[src/rtl/scan_pkg.sv]
// constants for the boundary scan test port
package scan_pkg;
    localparam int IR_WIDTH = 3;
    localparam logic [2:0] IR_EXTEST = 3'h0;
    localparam logic [2:0] IR_SAMPLE = 3'h4;
    localparam logic [2:0] IR_IDCODE = 3'h6;
    localparam logic [2:0] IR_BYPASS = 3'h7;
    localparam logic [2:0] IR_RESET_VALUE = 3'h6;
    localparam int BSR_LEN = 98;
    localparam int AUX_PINS = 8;
    localparam int CORE_BITS = BSR_LEN - 2 * AUX_PINS;
    localparam int ID_WIDTH = 32;
    localparam int ID_PRODUCER_LSB = 1;
    localparam int ID_PART_LSB = 12;
    localparam int ID_REV_LSB = 28;
    // arbitrary identity values
    localparam logic [10:0] ID_PRODUCER = 11'h155;
    localparam logic [15:0] ID_PART = 16'h1234;
    localparam logic [3:0] ID_REVISION = 4'h1;
    localparam logic [31:0] ID_VALUE = {ID_REVISION, ID_PART, ID_PRODUCER, 1'b1};
    localparam logic [3:0] TAP_RESET = 4'h0;
    localparam logic [3:0] TAP_IDLE = 4'h1;
    localparam logic [3:0] TAP_SEL_DR = 4'h2;
    localparam logic [3:0] TAP_CAP_DR = 4'h3;
    localparam logic [3:0] TAP_SHIFT_DR = 4'h4;
    localparam logic [3:0] TAP_EXIT1_DR = 4'h5;
    localparam logic [3:0] TAP_PAUSE_DR = 4'h6;
    localparam logic [3:0] TAP_EXIT2_DR = 4'h7;
    localparam logic [3:0] TAP_UPD_DR = 4'h8;
    localparam logic [3:0] TAP_SEL_IR = 4'h9;
    localparam logic [3:0] TAP_CAP_IR = 4'hA;
    localparam logic [3:0] TAP_SHIFT_IR = 4'hB;
    localparam logic [3:0] TAP_EXIT1_IR = 4'hC;
    localparam logic [3:0] TAP_PAUSE_IR = 4'hD;
    localparam logic [3:0] TAP_EXIT2_IR = 4'hE;
    localparam logic [3:0] TAP_UPD_IR = 4'hF;
endpackage

[src/rtl/tap_if.sv]
// tap state and edge strobes from the sampler to the scan core
`timescale 1ns/10ps
interface tap_if;
    logic rise;
    logic fall;
    logic tms;
    logic tdi;
    logic [3:0] state;
    modport ctrl (output rise, fall, tms, tdi, state);
    modport core (input rise, fall, tms, tdi, state);
endinterface

[src/rtl/boundary_scan_test_port.sv]
// boundary scan test port: instruction decode, data registers, aux pin cells
`timescale 1ns/10ps
module boundary_scan_test_port (
    input wire logic mclk,
    input wire logic reset_n,
    input wire logic tck,
    input wire logic tms,
    input wire logic tdi,
    output logic tdo,
    output logic tdo_oe_n,
    input wire logic [7:0] aux_bidir_pin_in,
    output logic [7:0] aux_bidir_pin_out,
    output logic [7:0] aux_bidir_pin_oe_n,
    input wire logic [7:0] core_aux_out,
    input wire logic core_aux_dir_in,
    input wire logic [81:0] core_pins,
    output logic [81:0] core_pins_update
);
    tap_if tap ();
    // tester owns tap sequencing via tck and tms
    tap_sampler u_sampler (
        .mclk(mclk),
        .reset_n(reset_n),
        .tck(tck),
        .tms(tms),
        .tdi(tdi),
        .tap(tap.ctrl)
    );
    logic [2:0] ir_reg, ir_next, ir_shift_reg, ir_shift_next;
    logic [97:0] bsr_reg, bsr_next, bsr_upd_reg, bsr_upd_next;
    logic [31:0] id_reg, id_next;
    logic byp_reg, byp_next;
    logic tdo_reg, tdo_next, oe_n_reg, oe_n_next;
    logic [7:0] pin_out_reg, pin_out_next, pin_oe_n_reg, pin_oe_n_next;
    logic [81:0] core_upd_reg, core_upd_next;
    logic [97:0] capture_vec;
    logic ext_mode, chain_sel, upd_now;
    logic [7:0] aux_in_s1_reg, aux_in_s2_reg, aux_in_s3_reg;
    logic [81:0] core_s1_reg, core_s2_reg;
    ////////////////////////////////////////////////////////////////////
    // aux pins from outside pass three flops and core pins two before capture
    always_ff @(posedge mclk) begin
        if (!reset_n) begin
            aux_in_s1_reg <= 8'h00;
            aux_in_s2_reg <= 8'h00;
            aux_in_s3_reg <= 8'h00;
            core_s1_reg <= '0;
            core_s2_reg <= '0;
        end else begin
            aux_in_s1_reg <= aux_bidir_pin_in;
            aux_in_s2_reg <= aux_in_s1_reg;
            aux_in_s3_reg <= aux_in_s2_reg;
            core_s1_reg <= core_pins;
            core_s2_reg <= core_s1_reg;
        end
    end
    ////////////////////////////////////////////////////////////////////
    // capture vector: even cell holds driven value, odd cell pin level
    for (genvar i = 0; i < scan_pkg::AUX_PINS; i++) begin : g_cells
        assign capture_vec[2*i] = pin_out_reg[i];
        assign capture_vec[2*i+1] = aux_in_s3_reg[i];
    end
    assign capture_vec[97:16] = core_s2_reg;
    assign ext_mode = (ir_reg == scan_pkg::IR_EXTEST);
    assign chain_sel = ext_mode || (ir_reg == scan_pkg::IR_SAMPLE);
    assign upd_now = tap.rise && (tap.state == scan_pkg::TAP_UPD_DR);
    ////////////////////////////////////////////////////////////////////
    // instruction and data registers, stepped on test clock rises
    always_comb begin
        ir_next = ir_reg;
        ir_shift_next = ir_shift_reg;
        bsr_next = bsr_reg;
        bsr_upd_next = bsr_upd_reg;
        id_next = id_reg;
        byp_next = byp_reg;
        if (tap.rise) begin
            unique case (tap.state)
                scan_pkg::TAP_RESET: ir_next = scan_pkg::IR_RESET_VALUE;
                scan_pkg::TAP_CAP_IR: ir_shift_next = 3'h1;
                // lsb leaves first, new bit enters at the top
                scan_pkg::TAP_SHIFT_IR: ir_shift_next = {tap.tdi, ir_shift_reg[2:1]};
                scan_pkg::TAP_UPD_IR: ir_next = ir_shift_reg;
                scan_pkg::TAP_CAP_DR: begin
                    if (chain_sel) begin
                        bsr_next = capture_vec;
                    end
                    id_next = scan_pkg::ID_VALUE;
                    byp_next = 1'b0;
                end
                scan_pkg::TAP_SHIFT_DR: begin
                    if (chain_sel) begin
                        bsr_next = {tap.tdi, bsr_reg[97:1]};
                    end else if (ir_reg == scan_pkg::IR_IDCODE) begin
                        id_next = {tap.tdi, id_reg[31:1]};
                    end else begin
                        byp_next = tap.tdi;
                    end
                end
                scan_pkg::TAP_UPD_DR: begin
                    if (chain_sel) begin
                        bsr_upd_next = bsr_reg;
                    end
                end
                default: ;
            endcase
        end
    end
    always_ff @(posedge mclk) begin
        if (!reset_n) begin
            ir_reg <= scan_pkg::IR_RESET_VALUE;
            ir_shift_reg <= 3'h1;
            bsr_reg <= '0;
            bsr_upd_reg <= '0;
            id_reg <= scan_pkg::ID_VALUE;
            byp_reg <= 1'b0;
        end else begin
            ir_reg <= ir_next;
            ir_shift_reg <= ir_shift_next;
            bsr_reg <= bsr_next;
            bsr_upd_reg <= bsr_upd_next;
            id_reg <= id_next;
            byp_reg <= byp_next;
        end
    end
    ////////////////////////////////////////////////////////////////////
    // tdo changes on the falling test clock, as a tester expects
    always_comb begin
        tdo_next = tdo_reg;
        oe_n_next = oe_n_reg;
        if (tap.fall) begin
            oe_n_next = !((tap.state == scan_pkg::TAP_SHIFT_DR) ||
                          (tap.state == scan_pkg::TAP_SHIFT_IR));
            if (tap.state == scan_pkg::TAP_SHIFT_IR) begin
                tdo_next = ir_shift_reg[0];
            end else if (chain_sel) begin
                tdo_next = bsr_reg[0];
            end else if (ir_reg == scan_pkg::IR_IDCODE) begin
                tdo_next = id_reg[0];
            end else begin
                tdo_next = byp_reg;
            end
        end
    end
    always_ff @(posedge mclk) begin
        if (!reset_n) begin
            tdo_reg <= 1'b0;
            oe_n_reg <= 1'b1;
        end else begin
            tdo_reg <= tdo_next;
            oe_n_reg <= oe_n_next;
        end
    end
    ////////////////////////////////////////////////////////////////////
    // pin muxing: extest drives from update latch, else core paths kept
    always_comb begin
        for (int i = 0; i < scan_pkg::AUX_PINS; i++) begin
            pin_out_next[i] = ext_mode ? bsr_upd_reg[2*i] : core_aux_out[i];
        end
        pin_oe_n_next = ext_mode ? 8'h00 : {8{core_aux_dir_in}};
        core_upd_next = ext_mode ? bsr_upd_reg[97:16] : core_upd_reg;
    end
    always_ff @(posedge mclk) begin
        if (!reset_n) begin
            pin_out_reg <= 8'h00;
            pin_oe_n_reg <= 8'hFF;
            core_upd_reg <= '0;
        end else begin
            pin_out_reg <= pin_out_next;
            pin_oe_n_reg <= pin_oe_n_next;
            core_upd_reg <= core_upd_next;
        end
    end
    assign tdo = tdo_reg;
    assign tdo_oe_n = oe_n_reg;
    assign aux_bidir_pin_out = pin_out_reg;
    assign aux_bidir_pin_oe_n = pin_oe_n_reg;
    assign core_pins_update = core_upd_reg;
endmodule // boundary_scan_test_port

[src/rtl/tap_sampler.sv]
// synchronises the test pins, finds test clock edges, runs the tap states
`timescale 1ns/10ps
module tap_sampler (
    input wire logic mclk,
    input wire logic reset_n,
    input wire logic tck,
    input wire logic tms,
    input wire logic tdi,
    tap_if.ctrl tap
);
    logic [1:0] s1_reg, s1_next;
    logic [1:0] s2_reg, s2_next;
    logic tck_old_reg, tck_old_next;
    typedef enum logic [3:0] {
        ST_RESET = 4'h0, ST_IDLE = 4'h1, ST_SEL_DR = 4'h2, ST_CAP_DR = 4'h3,
        ST_SHIFT_DR = 4'h4, ST_EXIT1_DR = 4'h5, ST_PAUSE_DR = 4'h6,
        ST_EXIT2_DR = 4'h7, ST_UPD_DR = 4'h8, ST_SEL_IR = 4'h9,
        ST_CAP_IR = 4'hA, ST_SHIFT_IR = 4'hB, ST_EXIT1_IR = 4'hC,
        ST_PAUSE_IR = 4'hD, ST_EXIT2_IR = 4'hE, ST_UPD_IR = 4'hF
    } tap_state_t;
    tap_state_t state_reg, state_next;
    logic tms_s, tdi_s, tck_s;
    // tdi runs one stage behind tck so it is settled when the rise is seen
    logic d1_reg, d2_reg, tdi_hold_reg;
    assign tck_s = s2_reg[0];
    assign tms_s = s2_reg[1];
    assign tdi_s = tdi_hold_reg;
    ////////////////////////////////////////////////////////////////////
    // two-flop synchroniser; tms and tdi sampled on the test clock rise
    always_comb begin
        s1_next = {tms, tck};
        s2_next = s1_reg;
        tck_old_next = tck_s;
    end
    always_ff @(posedge mclk) begin
        if (!reset_n) begin
            s1_reg <= 2'h0;
            s2_reg <= 2'h0;
            tck_old_reg <= 1'b0;
        end else begin
            s1_reg <= s1_next;
            s2_reg <= s2_next;
            tck_old_reg <= tck_old_next;
        end
    end
    always_ff @(posedge mclk) begin
        if (!reset_n) begin
            d1_reg <= 1'b0;
            d2_reg <= 1'b0;
            tdi_hold_reg <= 1'b0;
        end else begin
            d1_reg <= tdi;
            d2_reg <= d1_reg;
            tdi_hold_reg <= d2_reg;
        end
    end
    assign tap.rise = tck_s & ~tck_old_reg;
    assign tap.fall = ~tck_s & tck_old_reg;
    assign tap.tms = tms_s;
    assign tap.tdi = tdi_s;
    assign tap.state = state_reg;
    ////////////////////////////////////////////////////////////////////
    // standard tap sequencing, advanced on each test clock rise
    always_comb begin
        state_next = state_reg;
        if (tap.rise) begin
            unique case (state_reg)
                ST_RESET: state_next = tms_s ? ST_RESET : ST_IDLE;
                ST_IDLE: state_next = tms_s ? ST_SEL_DR : ST_IDLE;
                ST_SEL_DR: state_next = tms_s ? ST_SEL_IR : ST_CAP_DR;
                ST_CAP_DR: state_next = tms_s ? ST_EXIT1_DR : ST_SHIFT_DR;
                ST_SHIFT_DR: state_next = tms_s ? ST_EXIT1_DR : ST_SHIFT_DR;
                ST_EXIT1_DR: state_next = tms_s ? ST_UPD_DR : ST_PAUSE_DR;
                ST_PAUSE_DR: state_next = tms_s ? ST_EXIT2_DR : ST_PAUSE_DR;
                ST_EXIT2_DR: state_next = tms_s ? ST_UPD_DR : ST_SHIFT_DR;
                ST_UPD_DR: state_next = tms_s ? ST_SEL_DR : ST_IDLE;
                ST_SEL_IR: state_next = tms_s ? ST_RESET : ST_CAP_IR;
                ST_CAP_IR: state_next = tms_s ? ST_EXIT1_IR : ST_SHIFT_IR;
                ST_SHIFT_IR: state_next = tms_s ? ST_EXIT1_IR : ST_SHIFT_IR;
                ST_EXIT1_IR: state_next = tms_s ? ST_UPD_IR : ST_PAUSE_IR;
                ST_PAUSE_IR: state_next = tms_s ? ST_EXIT2_IR : ST_PAUSE_IR;
                ST_EXIT2_IR: state_next = tms_s ? ST_UPD_IR : ST_SHIFT_IR;
                ST_UPD_IR: state_next = tms_s ? ST_SEL_DR : ST_IDLE;
            endcase
        end
    end
    always_ff @(posedge mclk) begin
        if (!reset_n) begin
            state_reg <= ST_RESET;
        end else begin
            state_reg <= state_next;
        end
    end
endmodule // tap_sampler

[config.mk]
export PLATFORM = sky130hd
export DESIGN_NAME = boundary_scan_test_port
export DESIGN_NICKNAME = d
export VERILOG_FILES = /design/src/rtl/scan_pkg.sv /design/src/rtl/tap_if.sv /design/src/rtl/boundary_scan_test_port.sv /design/src/rtl/tap_sampler.sv
export SDC_FILE = /design/constraint.sdc
export NUM_CORES = 1
export LEC_CHECK = 0
export BUFFER_PORTS_ARGS = -buffer_cell sky130_fd_sc_hd__buf_2
export CORE_MARGIN = 1.5
export CORE_UTILIZATION = 54
export CTS_BUF_LIST = sky130_fd_sc_hd__clkbuf_2 sky130_fd_sc_hd__clkbuf_4 sky130_fd_sc_hd__clkbuf_8
export DETAILED_ROUTE_END_ITERATION = 10
export HOLD_SLACK_MARGIN = 0.02
export PLACE_DENSITY = 0.84
export SLEW_MARGIN = 30
export SYNTH_ARGS = -nofsm -noshare
export SYNTH_HDL_FRONTEND = slang
export SYNTH_HIERARCHICAL = 1
export SYNTH_SLANG_ARGS = --single-unit
[constraint.sdc]
create_clock -name mclk -period 2.2 [get_ports mclk]
set_clock_uncertainty 0.15 [all_clocks]
set_input_delay 0.55 -clock mclk [delete_from_list [all_inputs] [get_ports mclk]]
set_output_delay 0.55 -clock mclk [all_outputs]
set_load 0.02 [all_outputs]
[Yosys cells after proc, flatten, opt, wreduce, memory -nomap -nowiden]
Index checks and enable logic that the tools add are counted.
Storage, ports and cells
  flip-flop bits (word level): 535
  output and inout bits: 100
  logic and storage cells: 102
Cells by class
  mux-type cells: 36
  equality and inequality tests: 22
  reductions and logical operators: 17
  bitwise operators: 4
Operators with widths (number)
  $mux W98: 2
  $pmux W98 S2: 1
  $mux W32: 2
  $pmux W32 S2: 1
  $pmux W4 S12: 1
  $eq A4 B4 Y1 const B: 8
  $eq A4 B3 Y1 const B: 4
  $mux W1: 16
  $mux W4: 4
  $pmux W3 S2: 2
  $reduce_and A4 Y1: 3
  $ne A2 B2 Y1 const B: 5
  $eq A4 B2 Y1 const B: 2
  $mux W8: 1
  $eq A3 B3 Y1 const B: 2
  $mux W2: 3
  $mux W3: 2
  $reduce_bool A2 Y1: 3
  $eq A4 B1 Y1 const B: 1
  $logic_not A4 Y1: 1
  $reduce_and A2 Y1: 2
  $reduce_or A2 Y1: 2
  $logic_not A3 Y1: 1
  $reduce_and A3 Y1: 1
  6 further kinds: 9

[Longest topological paths before layout]
Gate-level depths: netlist of run 1.
  depth in word-level cells: 4
  gate-level depth with buffers: 8
  gate-level depth less buffers: 5

[By module]
The synthesis of run 1 kept the hierarchy.
By module, submodules not included
  boundary_scan_test_port: sequential area each 10169.8 µm², cells each 1893, times used 1, area each 16912.5 µm²
  tap_sampler: sequential area each 240.2 µm², cells each 68, times used 1, area each 624.3 µm²

[Worst setup path after synthesis of run 1]
No wires, ideal clock.
  kind: reg2reg
  from: register u_sampler.state_reg[2], in the netlist u_sampler/tap.state[2]
  to: register bsr_reg[90]
  stages on the path, launching flop included: 7
  setup time: 0.133 ns
  buffers on the path: 3
  required time: 1.917 ns
  data arrival time: 2.018 ns
  setup slack: -0.101 ns
  cell sequence: dfxtp_1 > buf_2 > or3b_1 > a2111oi_4 > clkbuf_1 > buf_2 > a311oi_1
Between the ends
  longest elaborated chain between the ends: 3
  elaborated cells on any way between the ends: 7
  classes of those cells: eq/ne (4); mux (1); reduce/logical (2)
RTL lines
  start, declared: line tap_sampler.sv:21  | tap_state_t state_reg, state_next;
  start signal, assigned: line tap_sampler.sv:91  | state_reg <= state_next;
  $eq A4 B2 Y1 / $eq A4 B3 Y1 (equally long branches): line boundary_scan_test_port.sv:77  | unique case (tap.state)
  $ne A2 B2 Y1 (no source line) / $reduce_bool A2 Y1 (equally long branches)
  $reduce_and A4 Y1 (no source line)
  end signal, assigned: line boundary_scan_test_port.sv:119  | bsr_reg <= bsr_next;
  end, declared: line boundary_scan_test_port.sv:30  | logic [97:0] bsr_reg, bsr_next, bsr_upd_reg, bsr_upd_next;
Parallel ways exist; a longest one is shown, timed or not.
A chain may end at the register's enable or synchronous reset.

[Final worst setup path of run 1]
  from: register u_sampler.state_reg[2], in the netlist u_sampler/tap.state[2]
  to: register bsr_reg[85]
The elaborated chain is that of the path after synthesis.

==> flow_summary.rst, run 1 <==
.. list-table::
   :header-rows: 1

   * - Metric
     - Value
   * - Outcome
     - finished, violations left
   * - Violated checks
     - negative setup slack
   * - 1st-pass router iterations
     - 5
   * - Compound-Gate Fraction of Synth Area
     - 13.1%
   * - Residual overflow from global routing
     - 0
   * - Worst endpoint data arrival time
     - 2590 ps
   * - Leading cell type in the layout, fill and taps excluded
     - nand2_1
   * - Buffers & Inverters on Critical Path
     - 4
   * - Drt initial violations
     - 1064
   * - Remaining number of nets flagged by the antenna check after routing
     - 0
   * - Max stage delay cell, worst path
     - a2111oi_4
   * - Standard cell area after detailed placement
     - 0.0190 mm²
   * - DRT Wirelength
     - 41500 µm
   * - Pwr Total
     - 18600 µW
   * - Design Area, Final
     - 0.0217 mm²
   * - Total routing resource utilization after global routing
     - 24.1%
   * - Count of mapped cells out of synthesis
     - 1961
   * - Htree depth
     - 3
   * - Netlist area before placement
     - 0.0175 mm²
   * - Die Ht
     - 183 µm
   * - Final setup violation count
     - 1
   * - Final nets
     - 2322
   * - Drt drc
     - 0
   * - Sum of net half-perimeters after detailed placement
     - 23500 µm
   * - Net count of the mapped netlist
     - 2065
   * - Row Count
     - 65
   * - Area Overhead vs Synth
     - 23.7%
   * - Post-Synthesis Mean Instance Area
     - 8.94 µm²
   * - Minimum setup slack in the final design
     - -33.8 ps
   * - Measured slew at the worst slew-check pin
     - 456 ps
   * - Vias per std cell
     - 5.26
   * - Yosys reg bits
     - 520
   * - Sequence of cells on the critical path
     - buf_4 -> nand3b_1 -> a2111oi_4 -> buf_6 -> buf_8 -> clkbuf_16 -> nor2_1 -> a311oi_2
   * - Worst hold path type
     - primary input to flop
   * - Rel. slew slack
     - 69.6%
   * - Root Buffer
     - clkbuf_8
   * - Via total after detailed routing
     - 14300
   * - Count of synthesis-stage warnings from yosys
     - 6
   * - Die Width
     - 183 µm
   * - Req. time, crit path
     - 2560 ps
   * - Flip-flop count of the largest register after layout
     - 98
   * - Worst Setup Slack post-DPL
     - -4.51 ps
   * - Main synth FF type
     - dfxtp_1
   * - Number of endpoints with negative hold slack in the final report
     - 0
   * - Cell type with the largest total area after synthesis
     - dfxtp_1
   * - Area share of and/or/nand/nor cells after synthesis
     - 23.4%
   * - CTS tree
     - built
   * - Pin count of the biggest net entering global routing
     - 118
   * - Slowest stage delay, CP
     - 410 ps
   * - Critical path startpoint category
     - flop
   * - Number of port buffers
     - 203
   * - Number of distinct library cell variants in the gate-level netlist after synthesis
     - 49
   * - Global-route wire length before repair
     - 66300 µm
   * - Routed length per placed instance
     - 15.3 µm
   * - Layout cells sized above 1
     - 18.2%
   * - MaxCap Viol Count
     - 0
   * - Leakage power
     - 0.00824 µW
   * - Number of sinks driven by the clock tree
     - 520
   * - Type of element capturing the critical path
     - flop
   * - Critical Path Fanout Max
     - 10
   * - Number of pins with negative max-slew slack in the final report
     - 0
   * - Core Footprint
     - 0.0318 mm²
   * - Crit Path Category
     - flop to flop
   * - Worst path top cell family by delay
     - compound AO/OA/AOI/OAI gates
   * - Main area contributors after synthesis
     - dfxtp_1, nand2_1, and2_1
   * - Async set-or-reset flop fraction in the synthesized netlist
     - 0%
   * - Setup repair after global routing missed its margin
     - true
   * - # IOs
     - 204
   * - Number of enable flip-flop cells after synthesis
     - 0
   * - Routability-driven placement congestion ratio
     - 0.848
   * - Peak supply drop
     - 502 µV
   * - Initial antenna violation count
     - 5
   * - Power per Cell Area
     - 859 mW/mm²
   * - Most frequent cells in the layout
     - nand2_1, dfxtp_1, buf_2
   * - Full die area
     - 0.0336 mm²
   * - Period Utilization, post-route
     - 102%
   * - Cts bufs inserted
     - 80
   * - Deepest clock path buffer count
     - 3
   * - Parity-gate share of the synthesized area counting xor and xnor cells
     - 0%
   * - Highest clock frequency the design can meet
     - 0.448 GHz
   * - Starting Density
     - 55.1%
   * - Area share of the leading cell type in the synthesized netlist
     - 59.4%
   * - Dominant combinational cell family by area after synthesis
     - simple AND/OR/NAND/NOR gates
   * - Proportion of synthesized chip area in sequential cells
     - 59.4%
   * - Fin crit period
     - 2230 ps
   * - Post-CTS clock slew at the launch and capture registers of the worst setup and hold paths
     - 60 ps
   * - Share of synthesized cell area in full adder, half adder and majority cells
     - 0%
   * - Via count of the first global-routing pass
     - 13800
   * - Worst skew pair latency
     - 600 ps
   * - Mux share of post-synthesis cell area
     - 0.0571%
   * - Filler cell count in the final layout
     - 2318
## final timing paths
check | cells after the start | end | slack [ps] | from
setup / recovery | 8 | bsr_reg[85]$_SDFFE_PN0P_ | -30 | u_sampler/tap.state[2]$_SDFFE_PN0P_
setup reg to reg | 8 | bsr_reg[85]$_SDFFE_PN0P_ | -30 | u_sampler/tap.state[2]$_SDFFE_PN0P_
hold / removal | 2 | core_s1_reg[29]$_SDFF_PN0_ | 50 | core_pins[29]
hold reg to reg | 1 | core_s2_reg[40]$_SDFF_PN0_ | 250 | core_s1_reg[40]$_SDFF_PN0_
## worst register-to-register path: stages (launching register included)
cell and delay, ps:
dfxtp_1 330, buf_4 150, nand3b_1 250, a2111oi_4 410, buf_6 180, buf_8 150
clkbuf_16 170, nor2_1 70, a311oi_2 290
## power by group
group	internal (µW)	switching, µW	total (µW)
sequential	9590	55.4	9650
clock	4750	3630	8380
combinational	295	307	602
## cells by family (layout without fill, tap and decap cells)
group / count (synthesis) / in the layout
AOI/OAI and AO/OA: 348 / 348
buffers and inverters: 164 / 476
DFF: 520 / 520
muxes: 1 / 1
other: 0 / 5
and+or+nand+nor: 928 / 928
## metrics by stage
stage	std cells	utilization, %	hold WS (ps)	setup TNS [ps]
final	2713	68.2	47.6	-33.8
after global routing	2713	68.2	33.7	-893
after CTS	2704	67.8	20.9	0
after detailed placement	2488	59.7	267	-4.51
after global placement	2488	59.7	266	0
after floorplan	1961	-	262	0
## timing repair
action	CTS	global route
resized for setup	2	15
endpoints found under the hold margin	75	0
buffers inserted	2	2
cloned	2	3
endpoints found under the setup margin	12	91
hold buffers	75	0
pin swaps	2	24
## final cells by class
cell class	count	area, µm²	area share [%]
timing repair buffer	332	2500	11.5
antenna	5	12.5	0.0577
clock buffer	122	1550	7.14
tap	435	544	2.51
inverter	7	33.8	0.156
multi-input combinational	1277	6470	29.8
sequential	520	10400	48.0
clock inverter	15	169	0.779
## synthesized netlist by cell type, types with 2 or more instances
master,n
nand2_1,587
dfxtp_1,520
and2_1,196
a21oi_1,185
clkbuf_1,122
nor2_1,108
a311oi_1,98
buf_2,17
buf_4,14
o22ai_1,13
o22a_1,12
o21ai_0,11
a22o_1,10
inv_1,6
nand3_1,6
buf_6,4
nor3b_1,4
and3b_1,3
nand2b_1,3
nand4_1,3
nand4b_1,3
nor2b_1,3
nor3_1,3
a31oi_1,2
a41oi_1,2
nand3b_1,2
o21a_1,2
## metal layers
| layer | routed length [µm] | track usage (%) | vias to the layer above |
|---|---|---|---|
| met4 | 1910 | 14.7 | 0 |
| met1 | 17000 | 28.8 | 6615 |
| li1 | - | - | 6974 |
| met5 | 0 | 0 | - |
| met2 | 20000 | 40.3 | 534 |
| met3 | 2560 | 4.71 | 137 |
No activity file was read; power rests on OpenSTA's default activity.
==> run 2, diff against run 1 <==
- ABC_AREA: unset -> 1
- CORE_UTILIZATION: 54 -> 55
==> flow_summary.rst, run 2 <==
.. list-table::
   :header-rows: 1

   * - Metric
     - Value
   * - Flip-flop count of the largest register after layout
     - 98
   * - Area Overhead vs Synth
     - 21.2%
   * - Cell count after placement
     - 3070
   * - Measured slew at the worst slew-check pin
     - 550 ps
   * - Full die area
     - 0.0354 mm²
   * - Main synth FF type
     - dfxtp_1
   * - Via count of the first global-routing pass
     - 15100
   * - Htree depth
     - 3
   * - Final core utilization
     - 68.0%
   * - Setup repair bufs after CTS
     - 0
   * - Remaining number of nets flagged by the antenna check after routing
     - 0
   * - Most frequent cells in the layout
     - nand2_1, dfxtp_1, inv_1
   * - Residual overflow from global routing
     - 0
   * - Row Count
     - 67
   * - Highest clock frequency the design can meet
     - 0.468 GHz
   * - Main area contributors after synthesis
     - dfxtp_1, nand2_1, inv_1
   * - Outcome
     - finished, final reports clean
   * - CTS tree
     - built
   * - Power per Cell Area
     - 821 mW/mm²
   * - Cts bufs inserted
     - 81
   * - Routed length per placed instance
     - 12.7 µm
   * - Leakage power
     - 0.0121 µW
   * - Sum of net half-perimeters after detailed placement
     - 24100 µm
   * - Drt drc
     - 0
   * - Area share of the leading cell type in the synthesized netlist
     - 55.2%
   * - Library cell with the highest instance count after synthesis
     - nand2_1
   * - Final setup violation count
     - 0
   * - Cell type with the largest total area after synthesis
     - dfxtp_1
   * - Period Utilization, post-route
     - 97.2%
   * - Total routing resource utilization after global routing
     - 23.7%
   * - Number of endpoints with negative hold slack in the final report
     - 0
   * - Worst hold path type
     - primary input to flop
   * - Deepest clock path buffer count
     - 3
   * - Fin crit period
     - 2140 ps
   * - Number of pins with negative max-slew slack in the final report
     - 0
   * - # IOs
     - 204
   * - Crit Path Category
     - flop to flop
   * - Netlist area before placement
     - 0.0188 mm²
   * - Filler cell count in the final layout
     - 2628
   * - Layout cells sized above 1
     - 13.6%
   * - Die Ht
     - 188 µm
   * - Global-route wire length before repair
     - 69800 µm
   * - Final-layout setup total negative slack
     - 0 ps
   * - Most numerous cell types in the synthesized netlist
     - nand2_1, dfxtp_1, inv_1
   * - Root Buffer
     - clkbuf_8
   * - Vias per std cell
     - 4.82
   * - Routability-driven placement congestion ratio
     - 0.850
   * - Peak supply drop
     - 413 µV
   * - Rel. slew slack
     - 63.4%
   * - Req. time, crit path
     - 2500 ps
   * - Core Footprint
     - 0.0336 mm²
   * - Critical path startpoint category
     - flop
   * - Type of element capturing the critical path
     - flop
   * - Die Width
     - 188 µm
   * - Count of mapped cells out of synthesis
     - 2543
   * - Post-CTS clock slew at the launch and capture registers of the worst setup and hold paths
     - 60 ps
   * - DRT Wirelength
     - 41800 µm
   * - Number of distinct library cell variants in the gate-level netlist after synthesis
     - 23
   * - Proportion of synthesized chip area in sequential cells
     - 55.2%
   * - Critical Path Fanout Max
     - 80
   * - Non-filler instance count after layout
     - 3302
   * - Final nets
     - 2902
   * - Starting Density
     - 56.1%
   * - Number of enable flip-flop cells after synthesis
     - 0
   * - Number of sinks driven by the clock tree
     - 520
   * - Worst skew pair latency
     - 610 ps
   * - Pin count of the biggest net entering global routing
     - 137
   * - Number of port buffers
     - 203
   * - Worst endpoint data arrival time
     - 2440 ps
   * - Post-Synthesis Mean Instance Area
     - 7.41 µm²
   * - 1st-pass router iterations
     - 5
   * - Leading cell type in the layout, fill and taps excluded
     - nand2_1
   * - Drt initial violations
     - 1091
   * - Count of synthesis-stage warnings from yosys
     - 6
   * - MaxCap Viol Count
     - 0
   * - Yosys reg bits
     - 520
   * - Async set-or-reset flop fraction in the synthesized netlist
     - 0%
   * - Net count of the mapped netlist
     - 2647
   * - Via total after detailed routing
     - 15900
   * - Initial antenna violation count
     - 2
run 2: worst paths after layout:
path                                             from                         endpoint  slack [ps]  cells past startpoint
setup reg to reg  u_sampler/tap.state[1]$_SDFFE_PN0P_     bsr_upd_reg[43]$_SDFFE_PN0P_          60                      5
hold reg to reg            core_s1_reg[14]$_SDFF_PN0_       core_s2_reg[14]$_SDFF_PN0_         260                      2
setup / recovery  u_sampler/tap.state[1]$_SDFFE_PN0P_     bsr_upd_reg[43]$_SDFFE_PN0P_          60                      5
hold / removal                        core_aux_out[7]  aux_bidir_pin_out[7]$_SDFF_PN0_          90                      3
run 2: per-layer routing:
layer / part of all wire [%] / global-route usage, % / vias up
met5: 0 / 0 / -
met4: 5.1 / 13.5 / 0
met3: 5.1 / 5.03 / 156
met2: 48 / 39.5 / 465
met1: 42 / 28.3 / 7118
li1: - / - / 8185
run 2: worst max-delay path: stages, from the launching register on:
cell     delay (ps)
dfxtp_1         330
nor2_2          350
nand4_4         360
buf_12          310
o21ai_0         280
a21oi_1         140
run 2: cell families after synthesis:
logic type | Yosys count | synth area share [%]
compound gates | 482 | 12.9
buf+inv | 601 | 12.5
flops | 520 | 55.2
simple gates | 940 | 19.4
run 2: cell type report:
cell class	count	area [µm²]	area share, %
diodes	2	5.00	0.0219
clock buffers	128	1620	7.08
clock inverters	9	72.6	0.318
inverters	442	1660	7.27
multi-input cells	1422	6120	26.8
flip-flops and latches	520	10400	45.6
well taps	448	561	2.45
repair buffers	331	2410	10.5
run 2: timing repair:
action / CTS / global route
hold buffers: 93 / 0
endpoints found under the hold margin: 93 / 0
resized for setup: 0 / 2
endpoints found under the setup margin: 0 / 7
run 2: power by group:
group          switching [µW]  internal [µW]
Combinational             444            350
Clock                    3540           4750
Sequential               65.5           9610
Total                    4050          14700
run 2: through the flow:
stage | cell area [µm²] | total power, µW | setup slack, ps | hold slack [ps]
after CTS | 22800 | 18900 | 150 | 44.7
after floorplan | 18800 | 10300 | 395 | 240
final | 22900 | 18800 | 61.6 | 85.7
after detailed placement | 20200 | 10500 | 169 | 245
after global placement | 20200 | 10500 | 289 | 242
after global routing | 22800 | 19400 | -22.7 | 55.9
